$ cat src/verilog/mode_regs_pkg.sv
// Package: mode register addresses, field layouts, codes and carrier types
package mode_regs_pkg;

    // ------------------------------------------------------------
    // Mode register addresses
    // ------------------------------------------------------------
    localparam logic [7:0] ADDR_IO_DRIVE   = 8'h03;
    localparam logic [7:0] ADDR_TEMP       = 8'h04;
    localparam logic [7:0] ADDR_VENDOR     = 8'h05;
    localparam logic [7:0] ADDR_DIE_REV    = 8'h06;
    localparam logic [7:0] ADDR_SECOND_REV = 8'h07;
    localparam logic [7:0] ADDR_GEOMETRY   = 8'h08;
    localparam logic [7:0] ADDR_TEST_MODE  = 8'h09;
    localparam logic [7:0] ADDR_CAL_CODE   = 8'h0A;

    // ------------------------------------------------------------
    // Drive strength codes (bits [3:0] of io_drive_config)
    // ------------------------------------------------------------
    localparam logic [3:0] DS_34R3 = 4'h1;
    localparam logic [3:0] DS_40R  = 4'h2;
    localparam logic [3:0] DS_48R  = 4'h3;
    localparam logic [3:0] DS_60R  = 4'h4;
    localparam logic [3:0] DS_80R  = 4'h6;
    localparam logic [3:0] DS_120R = 4'h7;
    localparam logic [3:0] DS_RESET = DS_40R;

    // ------------------------------------------------------------
    // Refresh-rate report codes (bits [2:0] of device_temperature)
    // ------------------------------------------------------------
    localparam logic [2:0] RATE_LOW_LIMIT  = 3'h0;
    localparam logic [2:0] RATE_X4         = 3'h1;
    localparam logic [2:0] RATE_X2         = 3'h2;
    localparam logic [2:0] RATE_X1         = 3'h3;
    localparam logic [2:0] RATE_RESERVED   = 3'h4;
    localparam logic [2:0] RATE_QTR        = 3'h5;
    localparam logic [2:0] RATE_QTR_DERATE = 3'h6;
    localparam logic [2:0] RATE_HIGH_LIMIT = 3'h7;
    localparam int         HOT_BIT         = 2;
    localparam int         FLAG_BIT        = 7;

    // ------------------------------------------------------------
    // Geometry field codes
    // ------------------------------------------------------------
    localparam logic [1:0] TYPE_PREFETCH4 = 2'h0;
    localparam logic [1:0] TYPE_PREFETCH2 = 2'h1;
    localparam logic [3:0] DENSITY_MAX    = 4'h9;
    localparam logic [1:0] WIDTH_X32      = 2'h0;
    localparam logic [1:0] WIDTH_X16      = 2'h1;
    localparam logic [1:0] WIDTH_X8       = 2'h2;

    // ------------------------------------------------------------
    // Calibration codes
    // ------------------------------------------------------------
    localparam logic [7:0] CAL_INIT  = 8'hFF;
    localparam logic [7:0] CAL_LONG  = 8'hAB;
    localparam logic [7:0] CAL_SHORT = 8'h56;
    localparam logic [7:0] CAL_RESET = 8'hC3;
    localparam logic [7:0] ZERO_BYTE = 8'h00;

    // ------------------------------------------------------------
    // Carrier types
    // ------------------------------------------------------------
    typedef enum logic [2:0] {
        CAL_NONE_K  = 3'b000,
        CAL_INIT_K  = 3'b001,
        CAL_LONG_K  = 3'b010,
        CAL_SHORT_K = 3'b011,
        CAL_RESET_K = 3'b100
    } cal_kind_type;

    typedef struct packed {
        logic       wrEn;
        logic       rdEn;
        logic [7:0] addr;
        logic [7:0] data;
    } mode_cmd_type;

    typedef struct packed {
        logic       valid;
        logic [7:0] data;
    } mode_rsp_type;

    typedef struct packed {
        logic [1:0] ioWidth;
        logic [3:0] density;
        logic [1:0] sdramType;
    } geometry_type;

    typedef struct packed {
        logic         req;
        cal_kind_type kind;
    } cal_req_type;

endpackage

$ cat src/verilog/sdram_mode_regs.sv
// Mode register bank, addresses 03h to 0Ah, of a low-power DDR SDRAM
//
// How it works
// Drive-strength code 1,2,3,4,6,7 selects 34.3..120 ohm; others ignored.
// Register 03h holds drive code in [3:0]; [7:4] reserved.
// Register 04h read-only: flag bit 7, rate report bits [2:0].
// Rate report codes 000b..111b give refresh multiplier or limits.
// Reading register 04h clears the update flag.
// Update flag is zero after power-up.
// Flag sets when rate report changes, stays until read.
// Rate report bit 2 set means above 85 degrees Celsius.
// Controller lengthens core timings by 1.875 ns on derating.
// Controller treats 000b and 111b as out of range.
// Register 05h returns read-only vendor code.
// Register 06h returns read-only die revision.
// Register 07h returns read-only fixed second revision.
// Register 08h: type [1:0], density [5:2], width [7:6].
// Type 00b/01b prefetch; density 0000b..1001b from 64Mb.
// Width 00b x32, 01b x16, 10b x8.
// Register 09h is vendor test mode, all bits vendor-defined.
// Register 0Ah accepts 8-bit calibration code; code accepts it only on 4n-prefetch parts.
// Calibration codes FF, AB, 56, C3; others reserved.
// Reserved calibration codes raise no calibration request.
// Reserved bits read zero; read-only writes change nothing.
`timescale 1ns/100ps
module sdram_mode_regs #(
    parameter logic [7:0] VENDOR_ID  = 8'hA5,   // Arbitrary value
    parameter logic [7:0] DIE_REV    = 8'h5A,   // Arbitrary value
    parameter logic [7:0] SECOND_REV = 8'h00,   // Fixed default
    parameter logic [1:0] DEV_TYPE   = 2'h0,    // Prefetch type
    parameter logic [3:0] DENSITY    = 4'h6,    // Density code
    parameter logic [1:0] IO_WIDTH   = 2'h0     // Width code
) (
    input  wire logic                       ref_clk,   // Command clock
    input  wire logic                       srst,      // Sync reset, high
    input  wire mode_regs_pkg::mode_cmd_type cmd,      // Read/write command
    input  wire logic [2:0]                 rateIn,    // Sensor rate, async
    output mode_regs_pkg::mode_rsp_type     rsp,       // Read answer
    output logic [3:0]                      driveStrengthCode, // Drive code
    output logic                            overTemp,  // Above 85 C
    output logic                            derate,    // Timing derate
    output logic                            outOfRange, // Limit exceeded
    output mode_regs_pkg::cal_req_type      calReq,    // Cal pulse
    output logic [7:0]                      testMode   // Test mode bits
);
    import mode_regs_pkg::*;

    // ------------------------------------------------------------
    // Decode helpers
    // ------------------------------------------------------------
    function automatic logic isDriveLegal(input logic [3:0] code);
        // legal drive codes
        isDriveLegal = (code == DS_34R3) || (code == DS_40R) ||
                       (code == DS_48R)  || (code == DS_60R) ||
                       (code == DS_80R)  || (code == DS_120R);
    endfunction

    function automatic cal_kind_type calDecode(input logic [7:0] code);
        // calibration code decode
        unique case (code)
            CAL_INIT:  calDecode = CAL_INIT_K;
            CAL_LONG:  calDecode = CAL_LONG_K;
            CAL_SHORT: calDecode = CAL_SHORT_K;
            CAL_RESET: calDecode = CAL_RESET_K;
            default:   calDecode = CAL_NONE_K;
        endcase
    endfunction

    // ------------------------------------------------------------
    // Command decode
    // ------------------------------------------------------------
    logic         wrDrive;
    logic         wrTest;
    logic         wrCal;
    logic         rdTemp;
    cal_kind_type calKind;
    logic [2:0]   rate;
    logic         updateFlag;
    geometry_type geom;
    logic [7:0]   tempByte;
    logic [7:0]   readData;
    logic [3:0]   drive_r;
    logic [7:0]   testMode_r;
    cal_req_type  cal_r;
    mode_rsp_type rsp_r;

    // drive register address
    assign wrDrive = cmd.wrEn && (cmd.addr == ADDR_IO_DRIVE) &&
                     isDriveLegal(cmd.data[3:0]);
    // test mode register
    assign wrTest  = cmd.wrEn && (cmd.addr == ADDR_TEST_MODE);
    // calibration register, 4n-prefetch parts only
    assign wrCal   = cmd.wrEn && (cmd.addr == ADDR_CAL_CODE) &&
                     (DEV_TYPE == TYPE_PREFETCH4);
    // temperature read
    assign rdTemp  = cmd.rdEn && (cmd.addr == ADDR_TEMP);
    assign calKind = calDecode(cmd.data);

    // ------------------------------------------------------------
    // Temperature tracking
    // ------------------------------------------------------------
    temp_flag_tracker tracker (
        .ref_clk    (ref_clk),
        .srst       (srst),
        .rateIn     (rateIn),
        .flagClear  (rdTemp),
        .rate       (rate),
        .updateFlag (updateFlag)
    );

    // temperature register layout
    assign tempByte = {updateFlag, 4'h0, rate};

    // geometry layout
    // type and density codes
    // width codes
    assign geom = '{ioWidth: IO_WIDTH, density: DENSITY,
                    sdramType: DEV_TYPE};

    // ------------------------------------------------------------
    // Read mux
    // ------------------------------------------------------------
    // write-only and unmapped read zero
    always_comb begin
        unique case (cmd.addr)
            ADDR_TEMP:       readData = tempByte;
            // vendor code
            ADDR_VENDOR:     readData = VENDOR_ID;
            // die revision
            ADDR_DIE_REV:    readData = DIE_REV;
            // second revision
            ADDR_SECOND_REV: readData = SECOND_REV;
            ADDR_GEOMETRY:   readData = geom;
            ADDR_TEST_MODE:  readData = testMode_r;
            default:         readData = ZERO_BYTE;
        endcase
    end

    // ------------------------------------------------------------
    // Registers
    // ------------------------------------------------------------
    // store only legal codes
    always_ff @(posedge ref_clk) begin
        if (srst) begin
            drive_r <= DS_RESET;
        end else if (wrDrive) begin
            drive_r <= cmd.data[3:0];
        end
    end

    always_ff @(posedge ref_clk) begin
        if (srst) begin
            testMode_r <= ZERO_BYTE;
        end else if (wrTest) begin
            testMode_r <= cmd.data;
        end
    end

    // reserved codes give no pulse
    always_ff @(posedge ref_clk) begin
        if (srst) begin
            cal_r <= '{req: 1'b0, kind: CAL_NONE_K};
        end else begin
            cal_r.req  <= wrCal && (calKind != CAL_NONE_K);
            cal_r.kind <= wrCal ? calKind : cal_r.kind;
        end
    end

    always_ff @(posedge ref_clk) begin
        if (srst) begin
            rsp_r <= '{valid: 1'b0, data: ZERO_BYTE};
        end else begin
            rsp_r.valid <= cmd.rdEn;
            rsp_r.data  <= cmd.rdEn ? readData : rsp_r.data;
        end
    end

    // ------------------------------------------------------------
    // Outputs
    // ------------------------------------------------------------
    assign rsp               = rsp_r;
    assign driveStrengthCode = drive_r;
    assign calReq            = cal_r;
    assign testMode          = testMode_r;
    // hot indication
    assign overTemp   = rate[HOT_BIT];
    // derate code
    assign derate     = (rate == RATE_QTR_DERATE);
    // limits flagged for controller
    assign outOfRange = (rate == RATE_LOW_LIMIT) ||
                        (rate == RATE_HIGH_LIMIT);

endmodule

$ cat src/verilog/temp_flag_tracker.sv
// Refresh-rate report synchroniser and change-flag tracker
`timescale 1ns/100ps
module temp_flag_tracker (
    input  wire logic       ref_clk,      // Command clock
    input  wire logic       srst,         // Synchronous reset, high
    input  wire logic [2:0] rateIn,       // Raw sensor rate, async
    input  wire logic       flagClear,    // Read of temperature reg
    output logic      [2:0] rate,         // Filtered rate report
    output logic            updateFlag    // Sticky change flag
);
    import mode_regs_pkg::*;

    // ------------------------------------------------------------
    // Three-stage synchroniser
    // ------------------------------------------------------------
    logic [2:0] sync1_r;
    logic [2:0] sync2_r;
    logic [2:0] sync3_r;
    logic [2:0] rate_r;
    logic       flag_r;
    logic       stable;
    logic       changed;
    logic       flag_nxt;

    assign stable  = (sync2_r == sync3_r);
    assign changed = stable && (sync3_r != rate_r);

    // clear on read
    // set wins over clear
    assign flag_nxt = changed ? 1'b1 : (flagClear ? 1'b0 : flag_r);

    always_ff @(posedge ref_clk) begin
        sync1_r <= rateIn;
        sync2_r <= sync1_r;
        sync3_r <= sync2_r;
    end

    // flag zero at reset
    always_ff @(posedge ref_clk) begin
        if (srst) begin
            rate_r <= RATE_X1;
            flag_r <= 1'b0;
        end else begin
            if (changed) begin
                rate_r <= sync3_r;
            end
            flag_r <= flag_nxt;
        end
    end

    assign rate       = rate_r;
    assign updateFlag = flag_r;

endmodule
$ cat config.mk
export PLATFORM = sky130hd
export DESIGN_NAME = sdram_mode_regs
export DESIGN_NICKNAME = d
export VERILOG_FILES = /design/src/verilog/mode_regs_pkg.sv /design/src/verilog/sdram_mode_regs.sv /design/src/verilog/temp_flag_tracker.sv
export SDC_FILE = /design/constraint.sdc
export NUM_CORES = 1
export LEC_CHECK = 0
export BUFFER_PORTS_ARGS = -buffer_cell sky130_fd_sc_hd__clkbuf_2
export CORE_ASPECT_RATIO = 0.9
export CORE_MARGIN = 1.5
export CORE_UTILIZATION = 45
export CTS_CLUSTER_SIZE = 25
export DETAILED_ROUTE_END_ITERATION = 16
export PLACE_DENSITY_LB_ADDON = 0.08
export SLEW_MARGIN = 40
export SYNTH_ARGS = -nofsm -noshare
export SYNTH_HDL_FRONTEND = slang
export SYNTH_SLANG_ARGS = --single-unit
$ cat constraint.sdc
create_clock -name ref_clk -period 1.3 [get_ports ref_clk]
set_input_delay 0.195 -clock ref_clk [delete_from_list [all_inputs] [get_ports ref_clk]]
set_output_delay 0.195 -clock ref_clk [all_outputs]
set_load 0.02 [all_outputs]
==> results.md, run 1 <==
- Setup Skew: 4.97 ps
- H-tree Lvls: 2
- CP startpoint kind: register
- Buf/Inv on CP: 1
- # setup viols final: 1
- VDD IR max: 0.635 mV
- Post-synth EDFFs: 0
- CP Max Fanout: 2
- Most frequent cell after synthesis: dfxtp_1
- TritonCTS buffer count: 5
- Die width: 66.2 um
- Vias in the first global route: 1,437
- Synth area leaders: dfxtp_1 47%, mux2i_1 6.8%, nor2_1 4.9%
- Worst setup EP type: output port
- Synth area leader: dfxtp_1
- Family with the most delay on the worst path: simple AND/OR/NAND/NOR gates
- CP Class: reg -> out
- Area overhead of the layout relative to synthesis: 41.0%
- Clk_lat worst skew: 300 ps
- DRC: 0
- Synth warnings: 0
- Initial Util: 0.475
- Initial antenna violation count: 0
- CP Cell Sequence: or3_1 > nand2_1 > clkbuf_8
- Register area share after synthesis: 0.470
- Via Count: 1,496
- PortBufs: 50
- Post-DP HPWL: 2990 um
- Required time worst endpoint: 1110 ps
- RSZ-0062 raised after global routing: true
- Routability congestion estimate: 0.835
- Total GRT Usage: 0.217
- Final #Nets: 270
- Setup WS post-layout: -113 ps
- WHS: 213 ps
- Die Area: 3960 um^2
- Unique masters post-synth: 45
- Final hold violation count: 0
- Clock Tree Buf Depth: 2
- Critical path arrival: 1220 ps
- Leak: 0.00103 uW
- Fin area: 2280 um^2
- Max-slew headroom: 0.775
- Avg Cell Area, Syn: 9.52 um^2
- Initial drt markers: 56
- FP Rows: 20
- Wire length after detailed routing: 3940 um
- CTS tree: done
- Clk sink count: 38
- Global route overflow: 0
- Placed Instance Area: 2060 um^2
- Largest net degree at the start of global routing: 16
- Final ANT Viol Nets: 0
- Post-synthesis cell count: 170
- Inserted Diodes: 0
- Layout cells sized above 1: 0.399
- Placed insts: 278
- Outcome: finished, violations left
- Fillers: 287
- DRT Pass-1 Iters: 4
- Synthesized netlist net count: 193
- Routed wire length per instance: 13.5 um
- Top_reg_cell synth: dfxtp_1
- Synthesized cell area: 1620 um^2
- Register bit count reported by yosys: 38
- Root Driver: clkbuf_8
- DR vias/cell: 5.12
- Core box area: 3400 um^2
- P per Cell Area: 1090 nW/um^2
- Final min period: 1410 ps
- HP Class: in -> reg
- First-pass GRT wire length: 6440 um
- Finished Layout Cells: 292
- CP peak stage delay: 360 ps
- Clock transition at path regs: 80 ps
- Slew @ Worst Pin: 334 ps
- Max-cap viol count: 0
- Failing checks: negative setup slack
- Max Slew Vio Count: 0
- Io pins: 51
- Slowest cell on crit path: or3_1
- Top-area cell type share of the netlist area: 0.470
- Fin crit share: 1.09
- Synth cell count leaders: 38 x dfxtp_1, 21 x nor2_1, 13 x nand2_1
- Async S/R FF share, synth: 0
- Tot Pwr: 2490 uW
- Max Freq: 708 MHz
- Die H: 59.9 um
-- kinds of logic (layout without fill, tap and decap cells) --
family,after synthesis,in the layout,share of synthesized area
buf+inv,14,92,0.0371
xor+xnor,8,8,0.0433
flops,38,38,0.470
mux,12,12,0.0750
compound gates,28,28,0.114
simple gates,70,70,0.260
-- layer usage --
metal | track usage | share of wire
met5 | 0 | 0
met4 | 0.0816 | 0.018
met3 | 0.0584 | 0.054
met2 | 0.376 | 0.49
met1 | 0.259 | 0.44
-- worst reg2reg max path, delay by kind of cell (launching register included) --
family	cells	cell delay [ps]
compound gates	1	230
xor+xnor	1	180
flops	1	360
simple gates	2	380
-- timing repair --
action,in CTS,in global routing
gates resized for setup,7,9
endpoints found under the hold margin,3,0
setup buffers,2,1
pin swaps,1,3
endpoints found under the setup margin,3,9
hold buffers,3,0
-- report_power, final --
part	switching (uW)	internal, uW
clock	434	570
sequential	17.4	1190
combinational	144	139
-- final cells by class --
cell class | instances | area, um^2 | area share
Sequential cell | 38 | 773 | 0.339
Timing Repair Buffer | 79 | 487 | 0.213
Multi-Input combinational cell | 118 | 833 | 0.365
Tap cell | 44 | 55.1 | 0.0241
Clock buffer | 5 | 68.8 | 0.0302
Clock inverter | 3 | 45.0 | 0.0197
Inverter | 5 | 18.8 | 0.00823
-- cell usage in the layout, fill, tap and decap left out, types with 2 or more instances in the layout --
cell type | synthesis | routed
nor2_1 | 21 | 21
nor3b_1 | 2 | 2
and3b_1 | 2 | 2
and2_1 | 2 | 2
a211oi_1 | 2 | 2
nand2b_1 | 5 | 5
inv_1 | 5 | 5
a22o_1 | 3 | 3
nor2b_1 | 4 | 4
dlygate4sd3_1 | 0 | 3
clkbuf_2 | 1 | 48
xnor2_1 | 4 | 4
nor4_4 | 2 | 2
dfxtp_1 | 38 | 34
mux2i_1 | 11 | 11
a21oi_1 | 8 | 8
nand3_1 | 3 | 3
nand4b_1 | 2 | 2
nand2_1 | 13 | 13
dfxtp_4 | 0 | 3
xor2_1 | 4 | 3
a41oi_1 | 2 | 2
buf_4 | 1 | 27
clkinvlp_4 | 0 | 2
clkbuf_8 | 0 | 6
o21ai_0 | 6 | 6
a211o_1 | 2 | 2
-- per-stage QoR --
step / utilization / TNS [ps] / setup WS, ps
after floorplan: - / -46.6 / -46.6
after global placement: 0.605 / -1230 / -139
after detailed placement: 0.605 / -2470 / -206
after CTS: 0.658 / -119 / -119
after global routing: 0.670 / -191 / -143
final: 0.670 / -113 / -113
-- registers in the layout (all words and copies together), names as in the netlist --
register and count:
tracker.updateFlag 1, tracker.sync1_r 3, testMode 8, calReq 4
tracker.rate 3, tracker.sync2_r 3, driveStrengthCode 4, tracker.sync3_r 3
rsp 9
-- final timing paths --
kind | slack [ps] | start | depth (start not counted) | endpoint
max | -110 | tracker.rate[0] | 3 | outOfRange
min | 210 | cmd[3] | 3 | testMode[3]
max reg2reg | 50 | tracker.sync3_r[2] | 4 | tracker.rate[0]
min reg2reg | 330 | tracker.sync1_r[2] | 0 | tracker.sync2_r[2]
Power figures use the tool's default switching activity.
==> run 2: changes to the inputs <==
--- a/config.mk
+++ b/config.mk
@@ -5,8 +5,8 @@
 export SDC_FILE = /design/constraint.sdc
 export NUM_CORES = 1
 export LEC_CHECK = 0
-export BUFFER_PORTS_ARGS = -buffer_cell sky130_fd_sc_hd__clkbuf_2
-export CORE_ASPECT_RATIO = 0.9
+export BUFFER_PORTS_ARGS = -buffer_cell sky130_fd_sc_hd__buf_2
+export CORE_ASPECT_RATIO = 0.8
 export CORE_MARGIN = 1.5
 export CORE_UTILIZATION = 45
 export CTS_CLUSTER_SIZE = 25
==> run 2 against run 1 <==
  * The run still ends with negative setup slack left
  * Clock power about the same
  * Die area about the same
  * Combinational power about the same
  * Cell count decreased by 0.34%
  * Non-clock buffer count up 1
  * Total power rose by 0.28%
  * Critical path type unchanged
==> results.md, run 2 (same netlist as run 1, synthesis figures left out) <==
- Fin area: 2280 um^2 (-0.16%)
- Fillers: 292 (+1.7%)
- Setup Skew: 7.27 ps (+2.30 ps)
- # setup viols final: 1 (unchanged)
- Critical path arrival: 1180 ps (-40 ps)
- DRT Pass-1 Iters: 4 (unchanged)
- Routability congestion estimate: 0.803 (-3.9%)
- Slew @ Worst Pin: 469 ps (+135 ps)
- Final ANT Viol Nets: 0 (unchanged)
- Area overhead of the layout relative to synthesis: 40.8%
- Largest net degree at the start of global routing: 21 (+5)
- Place WS: -198 ps (+8.03 ps)
- Routed wire length per instance: 13.2 um (-2.6%)
- Max-slew headroom: 0.687 (-0.0887)
- Global route overflow: 0 (unchanged)
- Max reg flops: 9 (unchanged)
- Final #Nets: 271 (+0.37%)
- HP Class: in -> reg
- Clk sink count: 38 (unchanged)
- Most common cell after layout, fill and taps aside: buf_2
- Total GRT Usage: 0.208 (-0.00967)
- CP Class: reg -> out
- Io pins: 51 (unchanged)
- Root Driver: clkbuf_8
- DR vias/cell: 5.09 (-0.60%)
- Worst setup EP type: output port
- CP Max Fanout: 2 (unchanged)
- Final min period: 1380 ps (-37.7 ps)
- Initial antenna violation count: 0 (unchanged)
- RSZ-0062 raised after global routing: true
- TritonCTS buffer count: 5 (unchanged)
- Initial drt markers: 57 (+1.8%)
- Final TNS setup: -75.4 ps (+37.7 ps)
- Wire length after detailed routing: 3830 um (-2.9%)
- Switching share of power: 0.240 (+0.00177)
- Clk_lat worst skew: 300 ps (about the same)
- Vias in the first global route: 1,412 (-1.7%)
- CP startpoint kind: register
- Die width: 70.0 um (+5.8%)
- PortBufs: 50 (unchanged)
- VDD IR max: 0.816 mV (+28%)
- Clock network power share: 0.406 (+0.003)
- NetSw: 601 uW (+1.0%)
- First-pass GRT wire length: 6440 um (unchanged)
- Placed Instance Area: 2060 um^2 (+0.24%)
- R2R Setup Slk: 50 ps (about the same)
- Inserted Diodes: 0 (unchanged)
- DRC: 0 (unchanged)
- Finished Layout Cells: 291 (-0.34%)
- Core box area: 3420 um^2 (+0.59%)
- Max Slew Vio Count: 0 (unchanged)
- Combinational Power Share: 0.112 (-0.002)
- Initial Util: 0.473 (-0.00278)
- CTS tree: done
- Sequential Power Share: 0.482 (-0.002)
- Die Area: 3970 um^2 (about the same)
- Setup WS post-layout: -75.4 ps (+37.7 ps)
- Internal power consumption: 1900 uW (about the same)
- Placed insts: 277 (-0.36%)
- Final hold violation count: 0 (unchanged)
- Clock transition at path regs: 80 ps (about the same)
- Leak: 0.00105 uW (+2.0%)
- Die H: 56.6 um (-5.4%)
- FP Rows: 19 (-5.0%)
- P per Cell Area: 1100 nW/um^2 (+0.45%)
- H-tree Lvls: 2 (unchanged)
- Most frequent cells in the layout: 48 x buf_2, 29 x dfxtp_1, 28 x buf_4
- Outcome: finished, violations left
- Clock Tree Buf Depth: 2 (unchanged)
- Required time worst endpoint: 1110 ps (about the same)
- Max-cap viol count: 0 (unchanged)
- Tot Pwr: 2500 uW (+0.28%)
- Max Freq: 727 MHz (+2.7%)
- Failing checks: negative setup slack
- Post-DP HPWL: 2890 um (-3.4%)
- Via Count: 1,482 (-0.94%)
- Fin crit share: 1.06 (-0.0290)
- Layout cells sized above 1: 0.414 (+0.0145)
-- run 2: path summary, 6_finish.rpt --
check,startpoint,end,cells after the start
hold reg to reg,tracker.sync1_r[1],tracker.sync2_r[1],0
hold / removal,cmd[7],testMode[7],3
setup / recovery,tracker.rate[2],outOfRange,3
setup reg to reg,tracker.sync3_r[1],tracker.rate[1],4
-- run 2: timing repair --
item                       CTS  global route
setup endpoints to repair    3             5
hold endpoints to repair     3             0
hold buffers                 3             0
gates resized for setup      9             9
pin swaps                    3             7
setup buffers                4             0
-- run 2: metal layers --
layer	vias up	GRT usage	part of all wire	routed length, um
met1	683	0.271	0.47	1790
met2	44	0.328	0.46	1760
met5	-	0	0	0
li1	747	-	-	-
met3	8	0.0449	0.052	200
met4	0	0.0989	0.020	75
-- run 2: power by group through the flow --
stage / sequential (uW) / combinational (uW) / clock [uW]
2_1_floorplan: 1240 / 120 / 0
3_3_place_gp: 1240 / 236 / 0
3_5_place_dp: 1240 / 244 / 0
4_1_cts: 1200 / 276 / 1030
5_1_grt: 1210 / 306 / 1080
6_report: 1210 / 280 / 1020
-- run 2: final cells by class --
class | count | area [um^2] | area share
clock buffer | 5 | 68.8 | 0.0302
clock inverter | 3 | 45.0 | 0.0198
inverter | 5 | 18.8 | 0.00824
multi-input combinational | 118 | 821 | 0.360
sequential | 38 | 779 | 0.342
tap | 42 | 52.6 | 0.0231
timing repair buffer | 80 | 492 | 0.216
-- run 2: through the flow --
stage / hold WS (ps) / utilization
2_1_floorplan: 223 / -
6_report: 203 / 0.665
3_3_place_gp: 298 / 0.603
5_1_grt: 238 / 0.665
3_5_place_dp: 299 / 0.603
4_1_cts: 194 / 0.659
-- run 2: critical path, cell delays in order (launching register included) --
cell and delay, ps:
dfxtp_4 340, or3_1 360, nand2_1 80, buf_6 110
==> run 3: changes to the inputs <==
--- a/config.mk
+++ b/config.mk
@@ -11,6 +11,7 @@
 export CORE_UTILIZATION = 45
 export CTS_CLUSTER_SIZE = 25
 export DETAILED_ROUTE_END_ITERATION = 16
+export GPL_TIMING_DRIVEN = 0
 export PLACE_DENSITY_LB_ADDON = 0.08
 export SLEW_MARGIN = 40
 export SYNTH_ARGS = -nofsm -noshare
==> run 3 against run 2 <==
  * The flow still finishes with violations (negative setup slack)
  * Global-route usage down 0.97 points
  * Sequential share of layout area rose by 1.7 points
  * Flip-flop and latch count did not move
  * Critical path depth is the same
  * Register-to-register slack lost 20 ps
  * Count of clock-buffer cells in the layout is the same
  * Total power is 1.7% lower
  * Worst setup slack improved by 6.5 ps
  * Via count down 4.2%
  * Critical endpoint unchanged
==> results.md, run 3 (same netlist as run 1, synthesis figures left out) <==
- Root Driver: clkbuf_8
- Global route overflow: 0 (unchanged)
- Max Freq: 731 MHz (+0.47%)
- Reg2Reg Depth: 5 (+1)
- Clock network power share: 0.408 (+0.002)
- CP Max Fanout: 2 (unchanged)
- Internal power consumption: 1870 uW (-1.3%)
- Post-DP HPWL: 2730 um (-5.6%)
- Area occupied by multi-input gates: 831 um^2 (+1.2%)
- Failing checks: negative setup slack
- DR vias/cell: 5.14 (+1.0%)
- Routed wire length per instance: 13.7 um (+3.8%)
- Setup Skew: 2.55 ps (-4.72 ps)
- HP Class: in -> reg
- Worst path depth: 3 (unchanged)
- Hold Startpoint: cmd[5]
- Required time worst endpoint: 1110 ps (about the same)
- Tot Pwr: 2460 uW (-1.7%)
- Final #Nets: 256 (-5.5%)
- Max Slew Vio Count: 0 (unchanged)
- Slowest cell on crit path: or3_1
- Io pins: 51 (unchanged)
- Placed Instance Area: 1900 um^2 (-7.9%)
- RSZ-0062 raised after global routing: true
- Setup WS post-layout: -68.9 ps (+6.49 ps)
- Layout cells sized above 1: 0.363 (-0.0504)
- Hold EP: testMode[5]
- Initial Util: 0.473 (unchanged)
- Switching share of power: 0.238 (-0.00262)
- Clk_lat worst skew: 280 ps (-20 ps)
- VDD IR max: 0.897 mV (+9.9%)
- FP Rows: 19 (unchanged)
- Vias in the first global route: 1,397 (-1.1%)
- Reg area: 778 um^2 (-0.16%)
- Inserted Diodes: 0 (unchanged)
- Critical path arrival: 1170 ps (about the same)
- Initial drt markers: 69 (+21%)
- Die H: 56.6 um (unchanged)
- Total GRT Usage: 0.198 (-0.00971)
- Fin crit share: 1.05 (-0.00499)
- Critical R2R Capture: tracker.rate[0]
- Placed insts: 257 (-7.2%)
- PortBufs: 45 (-10%)
- Max-cap viol count: 0 (unchanged)
- H-tree Lvls: 2 (unchanged)
- Core box area: 3420 um^2 (unchanged)
- Leak: 0.000968 uW (-8.3%)
- Clk sink count: 38 (unchanged)
- Hold path depth: 3 (unchanged)
- Largest net degree at the start of global routing: 14 (-33%)
- Family with the most delay on the worst path: simple AND/OR/NAND/NOR gates
- Most frequent cells in the layout: 46 x buf_2, 30 x dfxtp_1, 20 x nor2_1
- Die Area: 3970 um^2 (unchanged)
- Finished Layout Cells: 276 (-5.2%)
- CP Class: reg -> out
- NetSw: 585 uW (-2.7%)
- Wire length after detailed routing: 3770 um (-1.6%)
- Via Count: 1,420 (-4.2%)
- Max-slew headroom: 0.616 (-0.0707)
- Slew @ Worst Pin: 576 ps (+106 ps)
- DRC: 0 (unchanged)
- Fillers: 311 (+6.5%)
- Most common cell after layout, fill and taps aside: buf_2
- Buf/Inv on CP: 1 (unchanged)
- Clock Tree Buf Depth: 2 (unchanged)
- Place WS: -342 ps (-144 ps)
- Outcome: finished, violations left
- CTS tree: done
- Combinational Power Share: 0.101 (-0.011)
- Area overhead of the layout relative to synthesis: 33.7%
- Max reg flops: 9 (unchanged)
- Clock transition at path regs: 80 ps (about the same)
- Sequential Power Share: 0.491 (+0.009)
- DRT Pass-1 Iters: 4 (unchanged)
- R2R Setup Slk: 30 ps (-20 ps)
- P per Cell Area: 1140 nW/um^2 (+3.5%)
- First-pass GRT wire length: 6220 um (-3.4%)
- Fin area: 2160 um^2 (-5.0%)
- CP startpoint kind: register
- TritonCTS buffer count: 5 (unchanged)
- Routability congestion estimate: 0.803 (about the same)
- Worst r2r src: tracker.sync2_r[2]
- Final hold violation count: 0 (unchanged)
- CP peak stage delay: 360 ps (about the same)
- Worst setup EP type: output port
- Die width: 70.0 um (unchanged)
- Initial antenna violation count: 0 (unchanged)
- Final min period: 1370 ps (-6.49 ps)
- Util after Layout: 0.632 (-0.0333)
- Final ANT Viol Nets: 0 (unchanged)
- # setup viols final: 1 (unchanged)
- CP Cell Sequence: or3_1 > nand2_1 > buf_6
run 3: changes by cell type in the layout (fill, tap and decap cells not counted), sizes merged:
| cell | before | now |
|---|---|---|
| buf | 77 | 57 |
| clkbuf | 5 | 10 |
run 3: final cells by class:
| class | count | share of cell area |
|---|---|---|
| inverter | 5 | 0.00868 |
| clock buffer | 5 | 0.0318 |
| buffer | 9 | 0.0191 |
| sequential | 38 | 0.360 |
| multi-input combinational | 118 | 0.384 |
| tap | 42 | 0.0243 |
| timing repair buffer | 56 | 0.152 |
| clock inverter | 3 | 0.0208 |
run 3: stage by stage:
step | TNS [ps] | hold WS (ps)
after floorplan | -46.6 | 223
after global placement | -4180 | 297
after detailed placement | -4870 | 299
after CTS | -78.9 | 0.761
after global routing | -230 | 198
final | -68.9 | 174
run 3: power by group through the flow:
| stage | Sequential (uW) | Combinational [uW] | Clock (uW) |
|---|---|---|---|
| 6_report | 1210 | 247 | 1000 |
| 5_1_grt | 1210 | 271 | 1090 |
| 4_1_cts | 1210 | 227 | 1020 |
| 3_5_place_dp | 1240 | 199 | 0 |
| 3_3_place_gp | 1240 | 195 | 0 |
| 2_1_floorplan | 1240 | 120 | 0 |
run 3: how the worst max path moves through the flow:
stage / from / end / slack, ps
global route: tracker.rate[0] / outOfRange / -110
finish: tracker.rate[0] / outOfRange / -70
floorplan: cmd[14] / calReq[2] / -50
detailed placement: cmd[14] / calReq[2] / -340
global placement: cmd[14] / calReq[2] / -350
CTS: tracker.rate[0] / outOfRange / -80
run 3: worst register-to-register path, stage by stage (launching register included):
cell and delay [ps]:
dfxtp_1 390, xor2_2 170, nor3_2 50, buf_4 150, buf_4 130, a211o_1 280
run 3: per-layer routing:
| layer | GRT usage | part of all wire | wire length [um] |
|---|---|---|---|
| met1 | 0.266 | 0.48 | 1820 |
| met2 | 0.318 | 0.47 | 1760 |
| met3 | 0.0521 | 0.048 | 181 |
| met4 | 0.0495 | 0.0035 | 13 |
| met5 | 0 | 0 | 0 |
run 3: repair_timing:
item                       4_1_cts  5_1_grt
buffers inserted                 6        2
setup endpoints to repair        5       11
hold endpoints to repair         0        3
cloned                           0        0
gates resized for setup          8       13
hold buffers                     0        3
pin swaps                        3        9
